<file path="config.mk">
export PLATFORM = sky130hd
export DESIGN_NAME = port_integration_pin_logic
export DESIGN_NICKNAME = d
export VERILOG_FILES = /design/src/pin_pkg.sv /design/src/wake_if.sv /design/src/edge_wake_filter.sv /design/src/pin_port_slice.sv /design/src/port_integration_pin_logic.sv
export VERILOG_INCLUDE_DIRS = /design/src
export SDC_FILE = /design/constraint.sdc
export NUM_CORES = 1
export LEC_CHECK = 0
export BUFFER_PORTS_ARGS = -buffer_cell sky130_fd_sc_hd__buf_2
export CORE_UTILIZATION = 50
export CTS_CLUSTER_SIZE = 28
export DETAILED_ROUTE_END_ITERATION = 8
export GPL_TIMING_DRIVEN = 0
export PLACE_DENSITY = 0.74
export SYNTH_ARGS = -nofsm -noshare
export SYNTH_HDL_FRONTEND = slang
export SYNTH_SLANG_ARGS = --single-unit
</file>
<file path="constraint.sdc">
create_clock -name ref_clk -period 2 [get_ports ref_clk]
set_input_delay 0.1 -clock ref_clk [delete_from_list [all_inputs] [get_ports ref_clk]]
set_output_delay 0.1 -clock ref_clk [all_outputs]
set_load 0.05 [all_outputs]
</file>
<file path="src/pin_cfg.svh">
// constants for the port integration pin logic
// assumes a 20 MHz ref_clk and the pin map below
`ifndef PIN_CFG_SVH
`define PIN_CFG_SVH

// ==========================================
// timing
`define CLK_NS 50
`define FILT_SAMPLES 4
`define STOP_IGNORE_NS 3200
`define STOP_VALID_NS 10000
// stop-mode sample period, longest that still accepts a valid pulse
`define RC_DIV_CYC (`STOP_VALID_NS / (`FILT_SAMPLES * `CLK_NS))

// ==========================================
// pin map: width and lsb of each port in the flat pin vectors
`define PIN_TOTAL 36
`define W_TIM 8
`define W_SER 4
`define W_BUS 6
`define W_KEY 8
`define W_AUX 2
`define W_ANA 8
`define LSB_TIM 0
`define LSB_SER 8
`define LSB_BUS 12
`define LSB_KEY 18
`define LSB_AUX 26
`define LSB_ANA 28
`define N_PORTS 6
`define W_ROUTE 4

// ==========================================
// reset values
`define PULL_RST_ON 8'hff
`define PULL_RST_OFF 8'h00
`define CFG_RST 8'h00

`endif

</file>
<file path="src/pin_pkg.sv">
// types shared by the port integration pin logic
// assumes nothing beyond the header constants
package pin_pkg;

  typedef enum logic [2:0] {
    PORT_TIM = 3'h0,
    PORT_SER = 3'h1,
    PORT_BUS = 3'h2,
    PORT_KEY = 3'h3,
    PORT_AUX = 3'h4,
    PORT_ANA = 3'h5
  } port_sel_t;

  typedef enum logic [2:0] {
    REG_DATA = 3'h0,
    REG_DIR = 3'h1,
    REG_RDRV = 3'h2,
    REG_PULLEN = 3'h3,
    REG_PULLSEL = 3'h4,
    REG_WOR = 3'h5,
    REG_IE = 3'h6,
    REG_AUX = 3'h7
  } reg_sel_t;

endpackage : pin_pkg

</file>
<file path="src/wake_if.sv">
// control and status between the top and an edge wake filter
// assumes one clock domain
`timescale 1ns/1ps
interface wake_if #(parameter int N = 8);
  logic [N-1:0] enable;
  logic [N-1:0] polarity;
  logic [N-1:0] clr_mask;
  logic clr_stb;
  logic [N-1:0] flags;
  logic irq;
  logic rc_run;
  modport ctrl(output enable, output polarity, output clr_mask, output clr_stb,
               input flags, input irq, input rc_run);
  modport filt(input enable, input polarity, input clr_mask, input clr_stb,
               output flags, output irq, output rc_run);
endinterface : wake_if
</file>
<file path="src/edge_wake_filter.sv">
// per-pin glitch filter and sticky edge flags for one interrupt port
// assumes sample_en is high every clock in run and wait
`timescale 1ns/1ps
`include "pin_cfg.svh"
module edge_wake_filter #(
  parameter int N = 8
) (
  input wire logic clk,
  input wire logic srst,
  input wire logic sample_en,
  input wire logic [N-1:0] pin,
  wake_if.filt w
);
  logic [N-1:0] busy;

  // ==========================================
  // per-pin filter
  for (genvar i = 0; i < N; i++) begin : g_pin
    logic [2:0] pas_cnt_r, act_cnt_r;
    logic armed_r, act, set;
    assign act = w.polarity[i] ? pin[i] : ~pin[i];
    assign set = sample_en & act & armed_r & (act_cnt_r == 3'(`FILT_SAMPLES - 1));
    assign busy[i] = w.enable[i] & ~w.flags[i] & (act_cnt_r <= 3'(`FILT_SAMPLES));
    always_ff @(posedge clk) begin
      if (srst) begin
        pas_cnt_r <= 3'h0;
        act_cnt_r <= 3'h0;
        armed_r <= 1'b0;
      end else if (sample_en) begin
        if (!act) begin
          act_cnt_r <= 3'h0;
          if (pas_cnt_r != 3'(`FILT_SAMPLES)) pas_cnt_r <= pas_cnt_r + 3'h1;
          if (pas_cnt_r == 3'(`FILT_SAMPLES - 1)) armed_r <= 1'b1;
        end else begin
          pas_cnt_r <= 3'h0;
          if (set) begin
            act_cnt_r <= 3'h0;
            armed_r <= 1'b0;
          end else if (armed_r) begin
            act_cnt_r <= act_cnt_r + 3'h1;
          end
        end
      end
    end
    always_ff @(posedge clk) begin
      if (srst) w.flags[i] <= 1'b0;
      else w.flags[i] <= set | (w.flags[i] & ~(w.clr_stb & w.clr_mask[i]));
    end
  end

  // ==========================================
  // shared request
  always_ff @(posedge clk) begin
    if (srst) begin
      w.irq <= 1'b0;
      w.rc_run <= 1'b0;
    end else begin
      w.irq <= |(w.flags & w.enable);
      w.rc_run <= |busy;
    end
  end

endmodule : edge_wake_filter

</file>
<file path="src/pin_port_slice.sv">
// one port: configuration registers and pin multiplexing
// assumes pin_in and peripheral signals synchronous to clk
`timescale 1ns/1ps
`include "pin_cfg.svh"
module pin_port_slice #(
  parameter int WIDTH = 8,
  parameter logic [7:0] PULL_RST = `PULL_RST_OFF
) (
  input wire logic clk,
  input wire logic srst,
  input wire logic wr_en,
  input wire pin_pkg::reg_sel_t wr_sel,
  input wire logic [WIDTH-1:0] wdata,
  input wire logic [WIDTH-1:0] pin_in,
  input wire logic [WIDTH-1:0] periph_en,
  input wire logic [WIDTH-1:0] periph_out,
  input wire logic [WIDTH-1:0] periph_oe,
  output logic [WIDTH-1:0] pin_out,
  output logic [WIDTH-1:0] pin_oe_n,
  output logic [WIDTH-1:0] rdrv,
  output logic [WIDTH-1:0] pull_on,
  output logic [WIDTH-1:0] pull_up,
  output logic [WIDTH-1:0] data_rd,
  output logic [WIDTH-1:0] pin_rd,
  output logic [WIDTH-1:0] pol
);
  logic [WIDTH-1:0] data_r, dir_r, rdrv_r, pullen_r, wor_r;
  logic [WIDTH-1:0] out_mode, out_val;

  // ==========================================
  // configuration registers
  always_ff @(posedge clk) begin
    if (srst) begin
      data_r <= WIDTH'(`CFG_RST);
      dir_r <= '0;
      rdrv_r <= '0;
      pullen_r <= PULL_RST[WIDTH-1:0];
      pol <= PULL_RST[WIDTH-1:0];
      wor_r <= '0;
    end else if (wr_en) begin
      case (wr_sel)
        pin_pkg::REG_DATA: data_r <= wdata;
        pin_pkg::REG_DIR: dir_r <= wdata;
        pin_pkg::REG_RDRV: rdrv_r <= wdata;
        pin_pkg::REG_PULLEN: pullen_r <= wdata;
        pin_pkg::REG_PULLSEL: pol <= wdata;
        pin_pkg::REG_WOR: wor_r <= wdata;
        default: ;
      endcase
    end
  end

  // ==========================================
  // pin multiplexing
  assign out_mode = (periph_en & periph_oe) | (~periph_en & dir_r);
  assign out_val = (periph_en & periph_out) | (~periph_en & data_r);

  always_ff @(posedge clk) begin
    if (srst) begin
      pin_out <= '0;
      pin_oe_n <= '1;
      rdrv <= '0;
      pull_on <= PULL_RST[WIDTH-1:0];
      pull_up <= PULL_RST[WIDTH-1:0];
      data_rd <= '0;
      pin_rd <= '0;
    end else begin
      pin_out <= out_val;
      pin_oe_n <= ~(out_mode & (~wor_r | ~out_val));
      rdrv <= rdrv_r & out_mode;
      pull_on <= pullen_r & (~out_mode | wor_r);
      pull_up <= out_mode | pol;
      data_rd <= (dir_r & data_r) | (~dir_r & pin_in);
      pin_rd <= pin_in;
    end
  end

endmodule : pin_port_slice

</file>
<file path="src/port_integration_pin_logic.sv">
// top of the port integration pin logic: six ports, routing, two wake ports
// assumes synchronous pins, a 20 MHz ref_clk and a plain configuration write port
`timescale 1ns/1ps
`include "pin_cfg.svh"

// Summary of operation
// - data read gives pin when input, latch when output
// - data writes always stored, driven only as output
// - input read always returns pin level
// - direction ignored when peripheral owns pin
// - reduced drive only matters for outputs
// - pull active for input or wired-or output
// - pull select chooses up/down; wired-or only up
// - keywake port has eight edge interrupts, one request
// - request while any flag and enable set
// - interrupt wakes from stop and wait
// - bus clock filter ignores 3, accepts 4
// - edge needs 4 passive then 4 active samples
// - stop filter ignores 3.2us, accepts 10us
// - filter on bus clock, RC clock in stop
// - RC clock runs only in stop while some enabled pin has no flag set
// - aux port of two pins behaves alike
// - wake paths kept in stop
// - timer, keywake, aux ports reset as hi-z inputs
// - serial ports reset as pulled-up inputs
// - reduced drive and interrupt enables reset off
// - every register cleared or set by reset
// - timer pins take rerouted pulse outputs per routing
// - flag cleared only by writing one
// - edge direction follows polarity select
// - direction change reaches reads within two cycles
module port_integration_pin_logic #(
  parameter int RC_DIV = `RC_DIV_CYC
) (
  input wire logic ref_clk,
  input wire logic srst,
  input wire logic cfg_wr_en,
  input wire pin_pkg::port_sel_t cfg_port,
  input wire pin_pkg::reg_sel_t cfg_reg,
  input wire logic [7:0] cfg_wdata,
  input wire logic [`PIN_TOTAL-1:0] pin_in,
  input wire logic [`PIN_TOTAL-1:0] periph_en,
  input wire logic [`PIN_TOTAL-1:0] periph_out,
  input wire logic [`PIN_TOTAL-1:0] periph_oe,
  input wire logic [`W_ROUTE-1:0] pwm_reroute_out,
  input wire logic stop_mode,
  output logic [`PIN_TOTAL-1:0] pin_out,
  output logic [`PIN_TOTAL-1:0] pin_oe_n,
  output logic [`PIN_TOTAL-1:0] pin_rdrv,
  output logic [`PIN_TOTAL-1:0] pin_pull_on,
  output logic [`PIN_TOTAL-1:0] pin_pull_up,
  output logic [`PIN_TOTAL-1:0] data_rd,
  output logic [`PIN_TOTAL-1:0] pin_rd,
  output logic [`W_ROUTE-1:0] module_routing_select,
  output logic [`W_KEY-1:0] keywake_interrupt_enables,
  output logic [`W_AUX-1:0] aux_interrupt_enables,
  output logic [`W_KEY-1:0] keywake_interrupt_flags,
  output logic [`W_AUX-1:0] aux_interrupt_flags,
  output logic keywake_irq,
  output logic aux_irq,
  output logic stop_wake,
  output logic rc_osc_run
);

  // ==========================================
  // port geometry
  function automatic int port_w(input int p);
    case (p)
      0: port_w = `W_TIM;
      1: port_w = `W_SER;
      2: port_w = `W_BUS;
      3: port_w = `W_KEY;
      4: port_w = `W_AUX;
      default: port_w = `W_ANA;
    endcase
  endfunction : port_w

  function automatic int port_lsb(input int p);
    case (p)
      0: port_lsb = `LSB_TIM;
      1: port_lsb = `LSB_SER;
      2: port_lsb = `LSB_BUS;
      3: port_lsb = `LSB_KEY;
      4: port_lsb = `LSB_AUX;
      default: port_lsb = `LSB_ANA;
    endcase
  endfunction : port_lsb

  // ==========================================
  // declarations
  logic [`PIN_TOTAL-1:0] pe, po, poe, pol_all;
  logic [`W_ROUTE-1:0] route_r;
  logic [`W_KEY-1:0] ie_key_r;
  logic [`W_AUX-1:0] ie_aux_r;
  logic [6:0] rc_cnt_r;
  logic rc_tick_r;
  logic sample_en;
  logic ie_wr, route_wr;

  wake_if #(.N(`W_KEY)) wk ();
  wake_if #(.N(`W_AUX)) wa ();

  // ==========================================
  // timer routing
  assign route_wr = cfg_wr_en & (cfg_port == pin_pkg::PORT_TIM) & (cfg_reg == pin_pkg::REG_AUX);

  always_ff @(posedge ref_clk) begin
    if (srst) route_r <= `W_ROUTE'(0);
    else if (route_wr) route_r <= cfg_wdata[`W_ROUTE-1:0];
  end

  always_ff @(posedge ref_clk) begin
    if (srst) module_routing_select <= `W_ROUTE'(0);
    else module_routing_select <= route_r;
  end

  always_comb begin
    pe = periph_en;
    po = periph_out;
    poe = periph_oe;
    for (int i = 0; i < `W_ROUTE; i++) begin
      if (route_r[i]) begin
        pe[`LSB_TIM + i] = 1'b1;
        po[`LSB_TIM + i] = pwm_reroute_out[i];
        poe[`LSB_TIM + i] = 1'b1;
      end
    end
  end

  // ==========================================
  // port slices
  for (genvar g = 0; g < `N_PORTS; g++) begin : g_port
    localparam int W = port_w(g);
    localparam int L = port_lsb(g);
    localparam logic [7:0] PR = (g == 1 || g == 2) ? `PULL_RST_ON : `PULL_RST_OFF;
    logic wr;
    assign wr = cfg_wr_en & (cfg_port == pin_pkg::port_sel_t'(g));
    pin_port_slice #(
      .WIDTH(W),
      .PULL_RST(PR)
    ) u_slice (
      .clk(ref_clk),
      .srst(srst),
      .wr_en(wr),
      .wr_sel(cfg_reg),
      .wdata(cfg_wdata[W-1:0]),
      .pin_in(pin_in[L +: W]),
      .periph_en(pe[L +: W]),
      .periph_out(po[L +: W]),
      .periph_oe(poe[L +: W]),
      .pin_out(pin_out[L +: W]),
      .pin_oe_n(pin_oe_n[L +: W]),
      .rdrv(pin_rdrv[L +: W]),
      .pull_on(pin_pull_on[L +: W]),
      .pull_up(pin_pull_up[L +: W]),
      .data_rd(data_rd[L +: W]),
      .pin_rd(pin_rd[L +: W]),
      .pol(pol_all[L +: W])
    );
  end

  // ==========================================
  // interrupt enables and flag clears
  assign ie_wr = cfg_wr_en & (cfg_reg == pin_pkg::REG_IE);

  always_ff @(posedge ref_clk) begin
    if (srst) begin
      ie_key_r <= `W_KEY'(0);
      ie_aux_r <= `W_AUX'(0);
    end else if (ie_wr) begin
      if (cfg_port == pin_pkg::PORT_KEY) ie_key_r <= cfg_wdata[`W_KEY-1:0];
      if (cfg_port == pin_pkg::PORT_AUX) ie_aux_r <= cfg_wdata[`W_AUX-1:0];
    end
  end

  always_ff @(posedge ref_clk) begin
    if (srst) begin
      keywake_interrupt_enables <= `W_KEY'(0);
      aux_interrupt_enables <= `W_AUX'(0);
    end else begin
      keywake_interrupt_enables <= ie_key_r;
      aux_interrupt_enables <= ie_aux_r;
    end
  end

  assign wk.enable = ie_key_r;
  assign wk.polarity = pol_all[`LSB_KEY +: `W_KEY];
  assign wk.clr_mask = cfg_wdata[`W_KEY-1:0];
  assign wk.clr_stb = cfg_wr_en & (cfg_port == pin_pkg::PORT_KEY) & (cfg_reg == pin_pkg::REG_AUX);

  assign wa.enable = ie_aux_r;
  assign wa.polarity = pol_all[`LSB_AUX +: `W_AUX];
  assign wa.clr_mask = cfg_wdata[`W_AUX-1:0];
  assign wa.clr_stb = cfg_wr_en & (cfg_port == pin_pkg::PORT_AUX) & (cfg_reg == pin_pkg::REG_AUX);

  // ==========================================
  // filter sample clock: every bus clock, or the RC divider in stop
  assign sample_en = stop_mode ? rc_tick_r : 1'b1;

  always_ff @(posedge ref_clk) begin
    if (srst) begin
      rc_cnt_r <= 7'h00;
      rc_tick_r <= 1'b0;
    end else if (stop_mode && (wk.rc_run || wa.rc_run)) begin
      rc_tick_r <= (rc_cnt_r == 7'(RC_DIV - 1));
      rc_cnt_r <= (rc_cnt_r == 7'(RC_DIV - 1)) ? 7'h00 : rc_cnt_r + 7'h01;
    end else begin
      rc_cnt_r <= 7'h00;
      rc_tick_r <= 1'b0;
    end
  end

  always_ff @(posedge ref_clk) begin
    if (srst) rc_osc_run <= 1'b0;
    else rc_osc_run <= stop_mode & (wk.rc_run | wa.rc_run);
  end

  // ==========================================
  // filters
  edge_wake_filter #(.N(`W_KEY)) u_key (
    .clk(ref_clk),
    .srst(srst),
    .sample_en(sample_en),
    .pin(pin_in[`LSB_KEY +: `W_KEY]),
    .w(wk.filt)
  );

  edge_wake_filter #(.N(`W_AUX)) u_aux (
    .clk(ref_clk),
    .srst(srst),
    .sample_en(sample_en),
    .pin(pin_in[`LSB_AUX +: `W_AUX]),
    .w(wa.filt)
  );

  // ==========================================
  // requests and wake
  always_ff @(posedge ref_clk) begin
    if (srst) begin
      keywake_interrupt_flags <= `W_KEY'(0);
      aux_interrupt_flags <= `W_AUX'(0);
      keywake_irq <= 1'b0;
      aux_irq <= 1'b0;
      stop_wake <= 1'b0;
    end else begin
      keywake_interrupt_flags <= wk.flags;
      aux_interrupt_flags <= wa.flags;
      keywake_irq <= wk.irq;
      aux_irq <= wa.irq;
      stop_wake <= wk.irq | wa.irq;
    end
  end

endmodule : port_integration_pin_logic

</file>
==> reports/qor.yml, run 1 <==
first_iter_violations: 2171
fin_crit_sh: 0.989
slew_headroom: 0.0799
power.share.clock: 0.457
area_growth_pct: 32.6
wl_per_cell_um: 22.4
p_sw_uw: 6780
viasPerCell: 5.56
r2r_slack_ns: 0.02
layout_commonest_cell: "dfxtp_1"
critPathTopFamily: "buffers and inverters"
drc: 0
insertion_delay_ns: 0.63
htree_levels: 2
ys_seq_area_frac: 0.540
slowest_delay_ns: 0.62
grt_pass1_vias: 20201
hold_end: "g_port[0].u_slice.pin_out[6]"
antenna_found_initial: 8
setup_viol: 0
cts_buffers: 60
hp-start: "periph_en[6]"
clock_skew_ns: 0.0196
hold_path.class: "input port to flop"
synth_area_um2: 22300
endpoint_kind: "flop"
ys_seq_elements: 602
yosysUniqueCellTypes: 55
grt_util_all_layers: 0.355
worst_hold_slack_ns: -0.00447
tightest_slew_ns: 1.38
nets: 3292
async_flop_share: 0
die-height_um: 213
powerDensity_nw_per_um2: 922
synth_area_per_cell_um2: 9.43
clockBufferDepth: 3
r2r-end: "g_port[3].u_slice.pin_oe_n[3]"
yosys_warnings: 0
cap_viol_max_count: 0
critPathArrivalTime_ns: 2.49
crit_top_cell: "dlygate4sd3_1"
numClockSinks: 602
drive_gt1_frac: 0.213
io_pins: 446
power.share.sequential: 0.450
grt_max_degree: 16
critPathMaxFanout: 3
finalHoldViolations: 1
drtAntennaViolNets: 0
clkTransAtPathRegs_ns: 0.07
dieArea_um2: 45500
design.core.area_um2: 44100
comb_power_share: 0.093
p_sw_frac: 0.249
final_core_util: 0.671
r2r_start: "g_port[3].u_slice.dir_r[3]"
dp_hpwl_mm: 57.3
min_period_ns: 1.98
crit_slowest_cell: "dlygate4sd3_1"
cts_tree: "done"
netlist_instances: 2367
finalMaxSlewViolations: 0
layout.filler_cells: 3446
critPathKind: "flop to flop"
gp_congestion: 0.930
status: "complete, but fails checks"
vias: 20690
synth_edf_count: 0
fmax_mhz: 506
violations: "negative hold slack"
synth-main-ff-cell: "dfxtp_1"
rr_worst_depth: 5
final_cell_mix: "590 x dfxtp_1, 479 x buf_2, 280 x nand2_1"
cp_num_buf_inv: 2
grt_pass1_wl_mm: 120
initial_core_util: 0.506
ctsRootBufferMaster: "clkbuf_16"
grt_remaining_overflow: 0
synth_nets: 2585
portBuffers: 439
p_int_uw: 20500
ir_drop_uv: 784
rows: 77
power.static_leakage_uw: 0.0123
routed_wl_mm: 83.3
crit_chain: "mux2i_1 > dlygate4sd3_1 > nor2_2 > nand2_1 > dlygate4sd3_1"
startpoint_type: "flop"
firstDrtPassIters: 6
die_w_um: 213
required_ns: 2.51
hold_depth: 3
metal layers:
layer | part of all wire | vias up | global-route usage
met5 | 0.00016 | - | 0
met4 | 0.062 | 2 | 0.223
met3 | 0.089 | 298 | 0.0790
met2 | 0.47 | 1189 | 0.592
met1 | 0.38 | 9898 | 0.414
li1 | - | 9303 | -
registers in the layout, summed over array words and instances, names as in the netlist, 24 cells and up:
name	cells
g_port.u_slice.pin_oe_n	36
g_port.u_slice.pin_out	36
g_port.u_slice.pin_rd	36
g_port.u_slice.pull_up	36
g_port.u_slice.pullen_r	36
u_key.g_pin.act_cnt_r	24
g_port.u_slice.pull_on	36
g_port.u_slice.data_rd	36
u_key.g_pin.pas_cnt_r	24
g_port.u_slice.pol	36
g_port.u_slice.rdrv_r	36
g_port.u_slice.wor_r	36
g_port.u_slice.rdrv	36
g_port.u_slice.data_r	36
g_port.u_slice.dir_r	36
cell usage after synthesis (all sizes together) (7+ instances only):
cell type,instances,area [um^2]
nor3b,48,375
nand3b,90,676
clkbuf,68,255
inv,99,372
nor2b,116,726
nor3,33,176
a21oi,162,811
o21ai,128,641
mux2i,136,1360
a21o,12,90.1
mux2,32,360
nand2,284,1070
nor2,231,882
nand3,42,210
nand2b,39,244
xnor2,12,120
ha,52,651
a22oi,15,113
nand4,9,56.3
and2,39,244
dfxtp,602,12100
a22o,7,61.3
buf,59,309
worst max-delay path by stage:
stage / start / end / slack (ns) / cells after the start
after detailed placement: srst / g_port[1].u_slice.data_rd[2] / -0.57 / 6
after floorplan: g_port[3].u_slice.pol[0] / u_key.g_pin[0].act_cnt_r[0] / 0.60 / 4
after CTS: g_port[3].u_slice.pol[0] / u_key.g_pin[0].act_cnt_r[0] / 0.002 / 4
final: g_port[3].u_slice.dir_r[3] / g_port[3].u_slice.pin_oe_n[3] / 0.02 / 5
after global routing: g_port[3].u_slice.dir_r[3] / g_port[3].u_slice.pin_oe_n[3] / -0.004 / 5
after global placement: srst / g_port[1].u_slice.data_rd[2] / -0.56 / 6
worst min-delay path, delay by kind of cell:
family,cells,cell delay (ns)
buffers and inverters,1,0.11
multiplexers,1,0.17
AND/OR/NAND/NOR,1,0.18
repair_timing:
action                     CTS  global route
setup endpoints to repair    6            58
hold endpoints to repair   295             6
hold buffers               216             5
setup buffers                0             0
resized for setup            4            26
stage by stage:
| step | setup WS [ns] | TNS (ns) | power [uW] | cells | instance area (um^2) |
|---|---|---|---|---|---|
| floorplan | 0.599 | 0 | 13800 | 2367 | 22300 |
| global placement | -0.563 | -42.01 | 14600 | 3398 | 25300 |
| detailed placement | -0.573 | -46.65 | 14700 | 3398 | 25300 |
| CTS | 0.00184 | 0 | 27200 | 3724 | 29600 |
| global route | -0.00419 | -0.00419 | 28000 | 3719 | 29600 |
| finish | 0.0222 | 0 | 27300 | 3720 | 29600 |
cells by family after synthesis:
| kind of cell | count (synthesis) | synth area share |
|---|---|---|
| muxes | 168 | 0.0772 |
| adders and majority gates | 52 | 0.0292 |
| xor gates and xnor gates | 15 | 0.00656 |
| and+or+nand+nor | 958 | 0.220 |
| buffers and inverters | 226 | 0.0419 |
| AOI/OAI and AO/OA | 346 | 0.0848 |
| DFF | 602 | 0.540 |
final cells by class:
class / instances / area (um^2) / area share
Timing Repair Buffer: 646 / 4270 / 0.144
Clock buffer: 76 / 1670 / 0.0566
Multi-Input combinational cell: 1539 / 9370 / 0.317
Clock inverter: 34 / 519 / 0.0175
Antenna cell: 6 / 15.0 / 0.000507
Sequential cell: 602 / 12100 / 0.408
Inverter: 99 / 372 / 0.0126
Buffer: 126 / 571 / 0.0193
Tap cell: 592 / 741 / 0.0250
power by group through the flow:
stage | sequential (uW) | clock, uW | combinational [uW]
floorplan | 13100 | 0 | 705
global placement | 12500 | 0 | 2120
detailed placement | 12500 | 0 | 2150
CTS | 12300 | 12500 | 2480
global route | 12300 | 13000 | 2650
finish | 12300 | 12500 | 2550
Power figures use the tool's default switching activity.
==> run 2, diff against run 1 <==
==> constraint.sdc (replaced) <==
create_clock -name ref_clk -period 2 [get_ports ref_clk]
set_input_delay 0.4 -clock ref_clk [delete_from_list [all_inputs] [get_ports ref_clk]]
set_output_delay 0.4 -clock ref_clk [all_outputs]
set_load 0.05 [all_outputs]
==> run 2 against run 1 <==
Against the previous run:
- the run now ends clean
- count of clock-buffer cells in the layout stayed put
- largest cell class unchanged
- largest power group unchanged
- critical path type is now input port to flop
- cell count is 5.4% lower
- clock skew is 0.0011 ns lower
- critical endpoint is now g_port[0].u_slice.pull_on[3]
==> reports/qor.yml, run 2 (synthesis results as in run 1) <==
dp_hpwl_mm: 57.3
grtUsageMet3: 0.0750
numClockSinks: 602
clock_skew_ns: 0.0185
grt_busiest_layer: "met2"
grt_remaining_overflow: 0
status: "completed"
io_pins: 446
min_period_ns: 1.97
crit_slowest_cell: "buf_1"
die_w_um: 213
endpoint_kind: "flop"
powerDensity_nw_per_um2: 977
crit_top_cell: "buf_2"
final_core_util: 0.625
slowest_delay_ns: 0.85
cts_tree: "done"
critPathArrivalTime_ns: 2.43
routed_wl_mm: 78.0
hold_path.class: "input port to flop"
dieArea_um2: 45500
grt_pass1_vias: 18559
critPathTopFamily: "buffers and inverters"
power_uw: 26900
grt_use_met1: 0.399
rows: 77
firstDrtPassIters: 7
first_iter_violations: 1714
viasPerCell: 5.51
drtAntennaViolNets: 0
cts_buffers: 60
power.static_leakage_uw: 0.0115
insertion_delay_ns: 0.62
grt_max_degree: 16
crit_chain: "buf_2 > buf_2 > buf_2 > buf_2 > buf_1 > nor3b_1"
slew_headroom: 0.0751
tightest_slew_ns: 1.39
rsz0062_at_grt: "false"
htree_levels: 2
drc: 0
grt_pass1_wl_mm: 112
ir_drop_uv: 778
critPathMaxFanout: 10
grtUsageMet2: 0.557
finalSetupTns_ns: 0
startpoint_type: "input port"
portBuffers: 439
setup_viol: 0
worst_hold_slack_ns: 0.0109
final_cell_mix: "602 x dfxtp_1, 479 x buf_2, 281 x nand2_1"
clkTransAtPathRegs_ns: 0.06
finalMaxSlewViolations: 0
critPathKind: "input port to flop"
fin_crit_sh: 0.987
vias: 19390
cap_viol_max_count: 0
finalHoldViolations: 0
die-height_um: 213
design.core.area_um2: 44100
area_growth_pct: 23.6
clockBufferDepth: 3
ctsRootBufferMaster: "clkbuf_16"
place_inst: 3398
antenna_found_initial: 9
wl_per_cell_um: 22.2
layout_commonest_cell: "dfxtp_1"
grt_util_all_layers: 0.334
cp_num_buf_inv: 5
drive_gt1_frac: 0.223
initial_core_util: 0.506
required_ns: 2.46
fmax_mhz: 507
nets: 3092
gp_congestion: 0.930
final_cells: 3519
run 2: changes by cell type in the layout (fill, tap and decap cells not counted), sizes merged:
| cell | delta |
|---|---|
| dlygate4sd3 | -200 |
| buf | -1 |
| clkbuf | +1 |
| diode | -1 |
run 2: worst reg2reg max path, delay by kind of cell (launching register included):
| kind | cells | cell delay [ns] |
|---|---|---|
| simple gates | 3 | 1.18 |
| flops | 1 | 0.32 |
| buf+inv | 1 | 0.21 |
| compound gates | 1 | 0.13 |
run 2: layout make-up:
class / count / area (um^2)
Clock inverter: 34 / 519
Fill cell: 3788 / 16500
Inverter: 99 / 372
Clock buffer: 76 / 1670
Timing Repair Buffer: 446 / 2270
Antenna cell: 5 / 12.5
Tap cell: 592 / 741
Multi-Input combinational cell: 1539 / 9360
Sequential cell: 602 / 12100
Buffer: 126 / 577
run 2: where the power goes:
group | total [uW] | switching (uW) | internal (uW)
clock | 12500 | 4970 | 7490
sequential | 12300 | 75.6 | 12200
combinational | 2200 | 1630 | 575
total | 26900 | 6670 | 20300
run 2: what timing repair did:
| action | 4_1_cts | 5_1_grt |
|---|---|---|
| setup endpoints to repair | 29 | 43 |
| resized for setup | 8 | 12 |
| hold endpoints to repair | 7 | 0 |
| setup buffers | 0 | 0 |
| hold buffers | 7 | 0 |
| cloned | 0 | 0 |
run 2: stage by stage:
step	setup WS, ns	instance area (um^2)
after floorplan	0.423	22300
after detailed placement	-0.873	25300
after global placement	-0.863	25300
after CTS	0.00184	27500
final	0.0263	27600
after global routing	0.0306	27600
run 2: metal layers:
layer | wire length, um | vias to the layer above
met5 | 23 | -
met4 | 3760 | 4
met3 | 6400 | 211
met2 | 37200 | 959
met1 | 30600 | 9333
li1 | - | 8883
run 2: worst paths after layout:
kind,start,end,slack (ns),cells after the start
worst max-delay path,srst,g_port[0].u_slice.pull_on[3],0.03,6
worst min-delay path,pin_in[14],g_port[2].u_slice.pin_rd[2],0.01,2
worst max register to register,rc_tick_r,u_key.w.flags[3],0.11,5
worst min register to register,g_port[1].u_slice.pol[2],g_port[1].u_slice.pull_up[2],0.45,2
